==> src/smsp_pkg.sv <==
package smsp_pkg;

  // Rate selector codes and dividers.
  localparam logic [2:0] SMSP_RATE_EXT   = 3'h7;
  localparam int         SMSP_BYTE_BITS  = 8;
  localparam int         SMSP_DIV_W      = 7;

  // Control field positions in the packed control word.
  localparam int SMSP_CTL_RATE2_POS = 7;
  localparam int SMSP_CTL_EN_POS    = 6;
  localparam int SMSP_CTL_MASTER_SELECT_POS  = 5;
  localparam int SMSP_CTL_CLOCK_POLARITY_POS  = 3;
  localparam int SMSP_CTL_CLOCK_PHASE_POS  = 2;
  localparam int SMSP_CTL_RATE1_POS = 1;
  localparam int SMSP_CTL_RATE0_POS = 0;

  // Reset values.
  localparam logic [7:0] SMSP_CTL_RESET  = 8'h00;
  localparam logic [7:0] SMSP_DATA_RESET = 8'h00;

  // Control fields as written by software.
  typedef struct packed {
    logic       rate_sel_bit2;
    logic       port_enable;
    logic       master_select;
    logic       rsvd;
    logic       clock_polarity;
    logic       clock_phase;
    logic       rate_sel_bit1;
    logic       rate_sel_bit0;
  } smsp_ctl_type;

  // Status flags shown to software.
  typedef struct packed {
    logic transfer_done_flag;
    logic write_collision_flag;
    logic mode_fault_flag;
    logic busy;
  } smsp_stat_type;

  typedef enum logic [1:0] {
    SMSP_IDLE  = 2'b00,
    SMSP_LEAD  = 2'b01,
    SMSP_TRAIL = 2'b11
  } smsp_state_type;

endpackage

==> src/smsp_master.sv <==
// Function
// - Drive mosi with each byte, most significant bit first.
// - Emit exactly eight sck cycles per byte exchanged.
// - Watch own select input for a competing master via mode fault flag.
// - Rate codes 000 to 110 divide clk by 2 through 128.
// - Rate code 111 clocks sck from the external baud generator tick.
// - Full-duplex exchange, master only, shifting out and in together.
// - Mode fault flag raises an error interrupt request.
// - On byte end set done flag and load receive data together.
// - Select low sets mode fault, raises error irq, clears enable, master.
// - Data write during transfer sets collision flag, transfer continues.
// - Phase picks sample and shift edges; polarity sets sck idle level.
module smsp_master
  import smsp_pkg::*;
(
  input  wire logic          clk,
  input  wire logic          rst_n,
  input  wire smsp_ctl_type  ctl_wdata,
  input  wire logic          ctl_we,
  input  wire logic [7:0]    tx_data,
  input  wire logic          tx_valid,
  output logic               tx_ready,
  input  wire logic          stat_clr,
  input  wire logic          coll_clr,
  input  wire logic          baud_generator_tick,
  output smsp_ctl_type       ctl,
  output smsp_stat_type      stat,
  output logic [7:0]         rx_data,
  output logic               rx_valid,
  input  wire logic          rx_ready,
  output logic               done_irq,
  output logic               fault_irq,
  output logic               sck,
  output logic               mosi,
  input  wire logic          miso,
  input  wire logic          ss_n
);

  ////////////////////////////////////////////////////////////////////////////
  // Pin synchronisers: change counts once stages two and three agree.
  logic [2:0] ss_sync;
  logic [2:0] miso_sync;
  logic       ss_level;
  logic       miso_level;

  always_ff @(posedge clk) begin
    if (!rst_n) begin
      ss_sync   <= 3'h7;
      miso_sync <= 3'h0;
    end else begin
      ss_sync   <= {ss_sync[1:0], ss_n};
      miso_sync <= {miso_sync[1:0], miso};
    end
  end

  // Filtered levels hold their value while the last two stages disagree.
  always_ff @(posedge clk) begin
    if (!rst_n) begin
      ss_level   <= 1'b1;
      miso_level <= 1'b0;
    end else begin
      if (ss_sync[1] == ss_sync[2]) begin
        ss_level <= ss_sync[2];
      end
      if (miso_sync[1] == miso_sync[2]) begin
        miso_level <= miso_sync[2];
      end
    end
  end

  logic ss_fall;
  assign ss_fall = ss_level && (ss_sync[1] == ss_sync[2]) && !ss_sync[2];

  ////////////////////////////////////////////////////////////////////////////
  // Rate selection.
  function automatic logic [SMSP_DIV_W-1:0] smsp_half_div(
    input logic [2:0] code
  );
    // Half period minus one in clk cycles; code 0 gives one cycle per half.
    smsp_half_div = SMSP_DIV_W'((7'h01 << code) - 7'h01);
  endfunction

  logic [2:0]            rate;
  logic [SMSP_DIV_W-1:0] div_cnt;
  logic                  half_tick;
  smsp_state_type        state;
  logic [2:0]            bit_cnt;
  logic [7:0]            shifter;
  logic                  captured;

  assign rate = {ctl.rate_sel_bit2, ctl.rate_sel_bit1, ctl.rate_sel_bit0};

  // Divider counts half periods of sck; the external tick bypasses it.
  always_ff @(posedge clk) begin
    if (!rst_n) begin
      div_cnt <= '0;
    end else if (state == SMSP_IDLE || half_tick) begin
      div_cnt <= '0;
    end else begin
      div_cnt <= div_cnt + 7'h01;
    end
  end

  // Each sck half period lasts one tick; external ticks must be sparse.
  assign half_tick = (rate == SMSP_RATE_EXT) ? baud_generator_tick
                   : (div_cnt == smsp_half_div(rate));

  ////////////////////////////////////////////////////////////////////////////
  // Two-entry buffers on the transmit and receive paths.
  logic [7:0] txb [2];
  logic [1:0] txb_cnt;
  logic       txb_rd;
  logic       txb_wr;
  logic [7:0] rxb [2];
  logic [1:0] rxb_cnt;
  logic       rxb_wr;
  logic       rxb_rd;
  logic       start;

  assign tx_ready = (txb_cnt != 2'h2);
  assign txb_wr   = tx_valid && tx_ready;
  assign start    = (state == SMSP_IDLE) && (txb_cnt != 2'h0)
                    && ctl.port_enable && ctl.master_select;
  assign txb_rd   = start;

  // Transmit buffer; entry zero is always the head.
  always_ff @(posedge clk) begin
    if (!rst_n) begin
      txb_cnt <= 2'h0;
      txb[0]  <= SMSP_DATA_RESET;
      txb[1]  <= SMSP_DATA_RESET;
    end else begin
      if (txb_rd) begin
        txb[0] <= (txb_wr && txb_cnt == 2'h1) ? tx_data : txb[1];
      end else if (txb_wr && txb_cnt == 2'h0) begin
        txb[0] <= tx_data;
      end
      if (txb_wr && (txb_cnt == (txb_rd ? 2'h2 : 2'h1))) begin
        txb[1] <= tx_data;
      end
      txb_cnt <= 2'(txb_cnt + {1'b0, txb_wr} - {1'b0, txb_rd});
    end
  end

  // A full receive buffer stalls the shifter at the end of a byte.
  // The final bit joins the byte as it is written, so a stall shifts nothing.
  logic [7:0] rx_byte;
  assign rx_byte = {shifter[6:0],
                    ctl.clock_phase ? miso_level : captured};

  assign rxb_rd   = rx_valid && rx_ready;
  assign rx_valid = (rxb_cnt != 2'h0);
  assign rx_data  = rxb[0];

  always_ff @(posedge clk) begin
    if (!rst_n) begin
      rxb_cnt <= 2'h0;
      rxb[0]  <= SMSP_DATA_RESET;
      rxb[1]  <= SMSP_DATA_RESET;
    end else begin
      if (rxb_rd) begin
        rxb[0] <= (rxb_wr && rxb_cnt == 2'h1) ? rx_byte : rxb[1];
      end else if (rxb_wr && rxb_cnt == 2'h0) begin
        rxb[0] <= rx_byte;
      end
      if (rxb_wr && (rxb_cnt == (rxb_rd ? 2'h2 : 2'h1))) begin
        rxb[1] <= rx_byte;
      end
      rxb_cnt <= 2'(rxb_cnt + {1'b0, rxb_wr} - {1'b0, rxb_rd});
    end
  end

  ////////////////////////////////////////////////////////////////////////////
  // Shift engine: lead edge of each bit, then trail edge.
  logic last_trail;
  assign last_trail = (state == SMSP_TRAIL) && half_tick
                      && (bit_cnt == 3'(SMSP_BYTE_BITS - 1));
  assign rxb_wr     = last_trail && (rxb_cnt != 2'h2);

  always_ff @(posedge clk) begin
    if (!rst_n || stat.mode_fault_flag) begin
      state   <= SMSP_IDLE;
      bit_cnt <= 3'h0;
    end else begin
      unique case (state)
        SMSP_IDLE: begin
          if (start) begin
            state   <= SMSP_LEAD;
            bit_cnt <= 3'h0;
          end
        end
        SMSP_LEAD: begin
          if (half_tick) begin
            state <= SMSP_TRAIL;
          end
        end
        SMSP_TRAIL: begin
          // Hold on the last bit while the receive buffer is full.
          if (last_trail) begin
            if (rxb_cnt != 2'h2) begin
              state <= SMSP_IDLE;
            end
          end else if (half_tick) begin
            state   <= SMSP_LEAD;
            bit_cnt <= bit_cnt + 3'h1;
          end
        end
        default: state <= SMSP_IDLE;
      endcase
    end
  end

  // Phase 0 samples on the lead edge and shifts on the trail edge;
  // phase 1 shifts on the lead edge and samples on the trail edge.
  always_ff @(posedge clk) begin
    if (!rst_n) begin
      shifter  <= SMSP_DATA_RESET;
      captured <= 1'b0;
    end else if (start) begin
      shifter <= txb[0];
    end else if (half_tick && state == SMSP_LEAD) begin
      if (!ctl.clock_phase) begin
        captured <= miso_level;
      end else if (bit_cnt != 3'h0) begin
        shifter <= {shifter[6:0], captured};
      end
    end else if (half_tick && state == SMSP_TRAIL) begin
      if (ctl.clock_phase) begin
        captured <= miso_level;
      end else if (bit_cnt != 3'(SMSP_BYTE_BITS - 1)) begin
        shifter <= {shifter[6:0], captured};
      end
    end
  end

  // Sck sits at the polarity level when idle and toggles per half period.
  always_ff @(posedge clk) begin
    if (!rst_n) begin
      sck <= 1'b0;
    end else begin
      sck <= (state == SMSP_LEAD) ? ~ctl.clock_polarity
                                  : ctl.clock_polarity;
    end
  end

  // Mosi comes straight off the shifter, so each bit settles a clock
  // before the sck edge that the slave samples it on.
  assign mosi = shifter[7];

  ////////////////////////////////////////////////////////////////////////////
  // Control word; a mode fault drops enable and master select.
  always_ff @(posedge clk) begin
    if (!rst_n) begin
      ctl <= SMSP_CTL_RESET;
    end else if (ss_fall) begin
      ctl.port_enable   <= 1'b0;
      ctl.master_select <= 1'b0;
    end else if (ctl_we) begin
      ctl      <= ctl_wdata;
      ctl.rsvd <= 1'b0;
    end
  end

  // Status flags; a hardware set wins over a clear in the same cycle.
  always_ff @(posedge clk) begin
    if (!rst_n) begin
      stat <= '0;
    end else begin
      stat.busy <= (state != SMSP_IDLE) || start;
      if (rxb_wr) begin
        stat.transfer_done_flag <= 1'b1;
      end else if (stat_clr) begin
        stat.transfer_done_flag <= 1'b0;
      end
      if (txb_wr && state != SMSP_IDLE) begin
        stat.write_collision_flag <= 1'b1;
      end else if (coll_clr) begin
        stat.write_collision_flag <= 1'b0;
      end
      if (ss_fall) begin
        stat.mode_fault_flag <= 1'b1;
      end else if (ctl_we) begin
        stat.mode_fault_flag <= 1'b0;
      end
    end
  end

  // Request levels follow the sticky flags.
  assign done_irq  = stat.transfer_done_flag;
  assign fault_irq = stat.mode_fault_flag;

endmodule

==> config.mk <==
export PLATFORM = sky130hd
export DESIGN_NAME = smsp_master
export DESIGN_NICKNAME = d
export VERILOG_FILES = /design/src/smsp_pkg.sv /design/src/smsp_master.sv
export SDC_FILE = /design/constraint.sdc
export NUM_CORES = 1
export LEC_CHECK = 0
export BUFFER_PORTS_ARGS = -buffer_cell sky130_fd_sc_hd__buf_4
export CAP_MARGIN = 20
export CORE_MARGIN = 8
export CORE_UTILIZATION = 55
export CTS_CLUSTER_DIAMETER = 120
export DETAILED_ROUTE_END_ITERATION = 16
export PLACE_DENSITY = 0.76
export SLEW_MARGIN = 20
export SYNTH_ARGS = -nofsm -noshare
export SYNTH_HDL_FRONTEND = slang
export SYNTH_SLANG_ARGS = --single-unit
==> constraint.sdc <==
create_clock -name clk -period 5.7 [get_ports clk]
set_input_delay 0 -clock clk [delete_from_list [all_inputs] [get_ports clk]]
set_output_delay 0 -clock clk [all_outputs]
set_load 0.02 [all_outputs]
-- Word level (Yosys, flattened, before mapping)
Memories as Yosys holds them, arrays and structs flattened.
Cells that the tools add are included.
W data, S select, Z words.
- flip-flop bits (word level): 45
- memory bits (writable): 32
- output and inout port bits: 26
- logic and storage cells: 171
- memories kept: 2
- add/sub/neg operators: 7
- equality and inequality tests: 25
- shifts and indexed selects: 1
- multiplexer cells: 60
- bitwise logic cells: 10
- reductions and logical operators: 43
- memories (name ; depth ; width ; rd ports ; clocked after memory_dff ; wr ports ; line ; text):
    rxb ; 2 ; 8 ; 2 ; 0 ; 2 ; smsp_master.sv:114 ; logic [7:0] rxb [2];
    txb ; 2 ; 8 ; 2 ; 0 ; 2 ; smsp_master.sv:110 ; logic [7:0] txb [2];
- operators by type and width (kind ; count):
    $mux W8 ; 15
    $mux W1 ; 33
    $logic_and A1 B1 Y1 ; 18
    $reduce_bool A2 Y1 ; 8
    $mux W2 ; 7
    $ne A2 B2 Y1 const B ; 7
    $mux W3 ; 3
    $ne A3 B3 Y1 const B ; 3
    $reduce_and A4 Y1 ; 2
    $add A7 B1 Y7 const B ; 1
    $eq A7 B7 Y1 ; 1
    $shl A1 B3 Y7 const A ; 1
    $sub A7 B1 Y7 const B ; 1
    $eq A2 B1 Y1 const B ; 3
    $eq A3 B3 Y1 const B ; 2
    $logic_not A2 Y1 ; 3
    $ne A3 B2 Y1 const B ; 2
    $or A1 B1 Y1 ; 6
    $pmux W2 S3 ; 1
    $pmux W3 S2 ; 1
    $reduce_bool A3 Y1 ; 2
    $reduce_and A5 Y1 ; 1
    $add A2 B1 Y2 ; 2
    $eq A2 B2 Y1 ; 2
    12 further kinds ; 21

-- Depth between registers and ports, before layout
- depth in word-level cells: 13
- mapped depth: 18

-- Least setup slack after synthesis
No wires, ideal clock.
- path type: register to register
- start point: register ctl[1] (netlist bit)
- end point: memory rxb[1][2], in the netlist rxb[0][10] (enable)
- setup time: 384 ps
- arrival time: 2970 ps
- setup slack: 2346 ps
- cell stages (with the launch flop): 13
- buffers on the path: 3
- cells stage by stage: dfxtp_1 -> buf_4 -> nor2_1 -> nand2_1 -> ha_1 -> buf_6 -> nor2_1 -> a21oi_1 -> o221a_2 -> a211o_1 -> buf_6 -> or3_1 -> o21ai_0
- RTL lines (what ; line ; text):
    start: declaration ; smsp_master.sv:26 ; output smsp_ctl_type ctl,
    start signal: assignment ; smsp_master.sv:259 ; ctl <= ctl_wdata;
    end: declaration ; smsp_master.sv:114 ;

-- Worst setup path in the final report
- start point: register ctl[7] (netlist bit)
- end point: register rxb_cnt[1]
- word-level cells in the longest chain between the ends: 9
- ends and longest elaborated chain (what ; line ; text):
    $shl A1 B3 Y7 ; smsp_master.sv:80 ; smsp_half_div = SMSP_DIV_W'((7'h01 << code) - 7'h01);
    $sub A7 B1 Y7 ; smsp_master.sv:80 ;
    $eq A7 B7 Y1 ; smsp_master.sv:106 ; : (div_cnt == smsp_half_div(rate));
    $mux W1 (*) ; smsp_master.sv:105 ; assign half_tick = (rate == SMSP_RATE_EXT) ? baud_generator_tick
    $logic_and A1 B1 Y1 (*) ; smsp_master.sv:176 ; assign last_trail = (state == SMSP_TRAIL) && half_tick
    $logic_and A1 B1 Y1 (*) ; smsp_master.sv:177 ; && (bit_cnt == 3'(SMSP_BYTE_BITS - 1));
    $logic_and A1 B1 Y1 (*) ; smsp_master.sv:178 ; assign rxb_wr = last_trail && (rxb_cnt != 2'h2);
    $add A2 B1 Y2 (*) ; smsp_master.sv:169 ; rxb_cnt <= 2'(rxb_cnt + {1'b0, rxb_wr} - {1'b0, rxb_rd});
    $sub A2 B1 Y2 (*) ; smsp_master.sv:169 ;
    end signal: assignment ; smsp_master.sv:169 ;
    end: declaration ; smsp_master.sv:115 ; logic [1:0] rxb_cnt;
Every way passes the cells marked *; elsewhere a longest branch is shown, timed or not.
A chain may end at the register's enable or synchronous reset.

==> flow_metrics.env <==
export IMPL_grt_max_degree=37
export IMPL_grt_ovfl_total=0
export IMPL_fmax_mhz=238
export IMPL_cts_path_max_buffers=2
export IMPL_netlist_area_um2=4020
export IMPL_synth_edf_count=32
export IMPL_placed_area_um2=4260
export IMPL_leakagePower_nw=1.73
export IMPL_yosys_top_cells_count="dfxtp_1, nor2_1, edfxtp_1"
export IMPL_area_growth_pct=18.0
export IMPL_track_usage_pct=16.4
export IMPL_drtPass1Iterations=4
export IMPL_ys_seq_area_share_pct=46.3
export IMPL_antenna_found_initial=0
export IMPL_setup_slack_ns=1.50
export IMPL_grt_pass1_wl_um=13500
export IMPL_status="completed"
export IMPL_die_area_um2=10300
export IMPL_dr_total_vias=3083
export IMPL_tns_ns=0
export IMPL_fin_crit_ns=4.20
export IMPL_cts_root_buf="clkbuf_8"
export IMPL_worstPathArrival_ns=4.42
export IMPL_rsz0062_at_grt="no"
export IMPL_rows=31
export IMPL_nNetsFinal=498
export IMPL_clock_latency_ns=0.35
export IMPL_syn_inst=410
export IMPL_cts_resized=0
export IMPL_clk_pin_slew_ns=0.08
export IMPL_drive_above_1_share_pct=17.9
export IMPL_cts_htree_levels=3
export IMPL_drv_slew=0
export IMPL_min_path_type="in2reg"
export IMPL_ys_warn_count=0
export IMPL_initial_core_util_pct=56.1
export IMPL_hold_viol_final=0
export IMPL_cts_sinks=77
export IMPL_powerDensity_nw_per_um2=253
export IMPL_grt_pass1_vias=2894
export IMPL_drtIter0Drc=140
export IMPL_drc=0
export IMPL_yosysTopAreaCell="edfxtp_1"
export IMPL_cts_buffers=9
export IMPL_critPathCaptureType="flip-flop"
export IMPL_tritoncts="yes"
export IMPL_io_pins=52
export IMPL_period_share_pct=73.8
export IMPL_die_h_um=102
export IMPL_core_area_um2=7180
export IMPL_ys_types=66
export IMPL_setup_viol=0
export IMPL_avgRoutedWirePerCell_um=14.3
export IMPL_critical_path_class="reg2reg"
export IMPL_postRouteAntennaNets=0
export IMPL_max_cap_viol_count=0
export IMPL_synth_area_leaders="edfxtp_1, dfxtp_1, nand3_1, nor2_1, mux2i_1"
export IMPL_wirelength_um=8090
export IMPL_finalInstanceArea_um2=4750
export IMPL_tightest_slew_ns=0.994
export IMPL_io_buffer_count=49
export IMPL_cp_required_ns=5.91
export IMPL_relSlewSlack_pct=33.0
export IMPL_gp_congestion=0.811
export IMPL_vias_per_cell=5.44
export IMPL_synthArstFlopShare_pct=0
export IMPL_die_w_um=102
export IMPL_synth_nets=445
export IMPL_path_max_fanout=20
export IMPL_synth_most_common_cell="dfxtp_1"
export IMPL_synth_top_area_share_pct=23.9
export IMPL_skew_ns=0.0190
export IMPL_ys_ff_latch=77
export IMPL_antenna_cells=0
export IMPL_yosys_most_used_dff="dfxtp_1"
export IMPL_dp_slack_ns=1.53
export IMPL_start_kind="flip-flop"
export IMPL_syn_area_per_cell_um2=9.81
export IMPL_hpwl_um=5460
export IMPL_ir_worst_vdd_uv=176
[report_power, final]
part	internal (mW)	leakage [nW]	total (mW)	switching (mW)
clock	0.203	0.0899	0.399	0.196
combinational	0.0776	0.956	0.180	0.102
sequential	0.604	0.687	0.622	0.0180
[cell families after synthesis]
kind of cell               Yosys count  share of synthesized area [%]
adders and majority gates            9                           2.80
other                                1                         0.0932
muxes                               12                           2.99
xor gates and xnor gates            13                           3.02
buffers and inverters               60                           8.83
AOI/OAI and AO/OA                   98                           17.6
DFF                                 77                           46.3
and+or+nand+nor                    140                           18.4
[worst paths after layout]
kind	slack, ns	from	end	depth (start not counted)
worst max-delay path	1.50	ctl[7]	rxb_cnt[1]	15
worst min-delay path	0.02	rst_n	ss_sync[2]	2
worst max register to register	1.50	ctl[7]	rxb_cnt[1]	15
worst min register to register	0.42	ss_sync[0]	ss_sync[1]	1
[area by class of cell]
cell class / instances / area, um^2
Fill cell: 577 / 2430
Sequential cell: 77 / 1860
Multi-Input combinational cell: 273 / 1810
Timing Repair Buffer: 82 / 689
Clock buffer: 11 / 131
Tap cell: 99 / 124
Inverter: 20 / 75.1
Clock inverter: 5 / 58.8
[placed cells by master (no fill, tap or decap), types with 3 or more instances in the layout]
cell type       n
nand4_1         7
a211oi_1       11
ha_1            9
o21ai_0         9
o311ai_0        3
dlygate4sd3_1  28
and3_1          3
xnor2_1         7
nor3_1          3
nor3b_1         4
o211ai_1        8
nor2b_1         4
nand3_1        25
xor2_1          5
a221oi_1        8
a211o_1         4
o31ai_1         9
o21bai_1        6
dfxtp_1        45
edfxtp_1       32
or4_1           4
buf_4          53
mux2i_1        12
a21oi_1        21
nand2b_1        8
nand2_1        20
nor2_1         33
and2_1         14
inv_1          19
clkbuf_8        9
[sequential cells by signal, indices dropped and copies added, names as in the netlist]
name        flops
bit_cnt         3
captured        1
ctl             7
div_cnt         7
done_irq        1
fault_irq       1
miso_level      1
miso_sync       3
rxb            16
rxb_cnt         2
sck             1
shifter         8
ss_level        1
ss_sync         3
stat            2
state           2
txb            16
txb_cnt         2
[metrics by stage]
step	hold WS [ns]	util, %	total power [mW]	instances
global route	0.0299	66.1	1.25	567
global placement	0.182	59.4	0.788	522
CTS	0.00465	66.0	1.21	566
finish	0.0174	66.1	1.20	567
detailed placement	0.188	59.4	0.795	522
floorplan	0.101	-	0.761	410
[worst max-delay path, cell delays in order, from the launching register on]
cell      delay, ns
dfxtp_1        0.64
nor2_1         0.11
nand2_1        0.10
ha_1           0.43
or2b_1         0.28
a211oi_2       0.22
a31oi_1        0.10
a211o_1        0.55
nor4_1         0.68
inv_1          0.10
ha_1           0.31
inv_1          0.06
ha_1           0.14
xor2_1         0.18
xnor2_1        0.13
nor2_1         0.05
[layer usage]
| metal | track usage, % | vias to the layer above | part of all wire, % |
|---|---|---|---|
| li1 | - | 1583 | - |
| met1 | 19.8 | 1436 | 46 |
| met2 | 27.4 | 58 | 49 |
| met3 | 5.15 | 6 | 4.8 |
| met4 | 4.81 | 0 | 0.91 |
| met5 | 0 | - | 0 |
[what timing repair did]
item / 4_1_cts / 5_1_grt
buffers inserted: 0 / 0
endpoints found under the hold margin: 28 / 0
hold buffers: 28 / 0
Power figures use the tool's default switching activity.
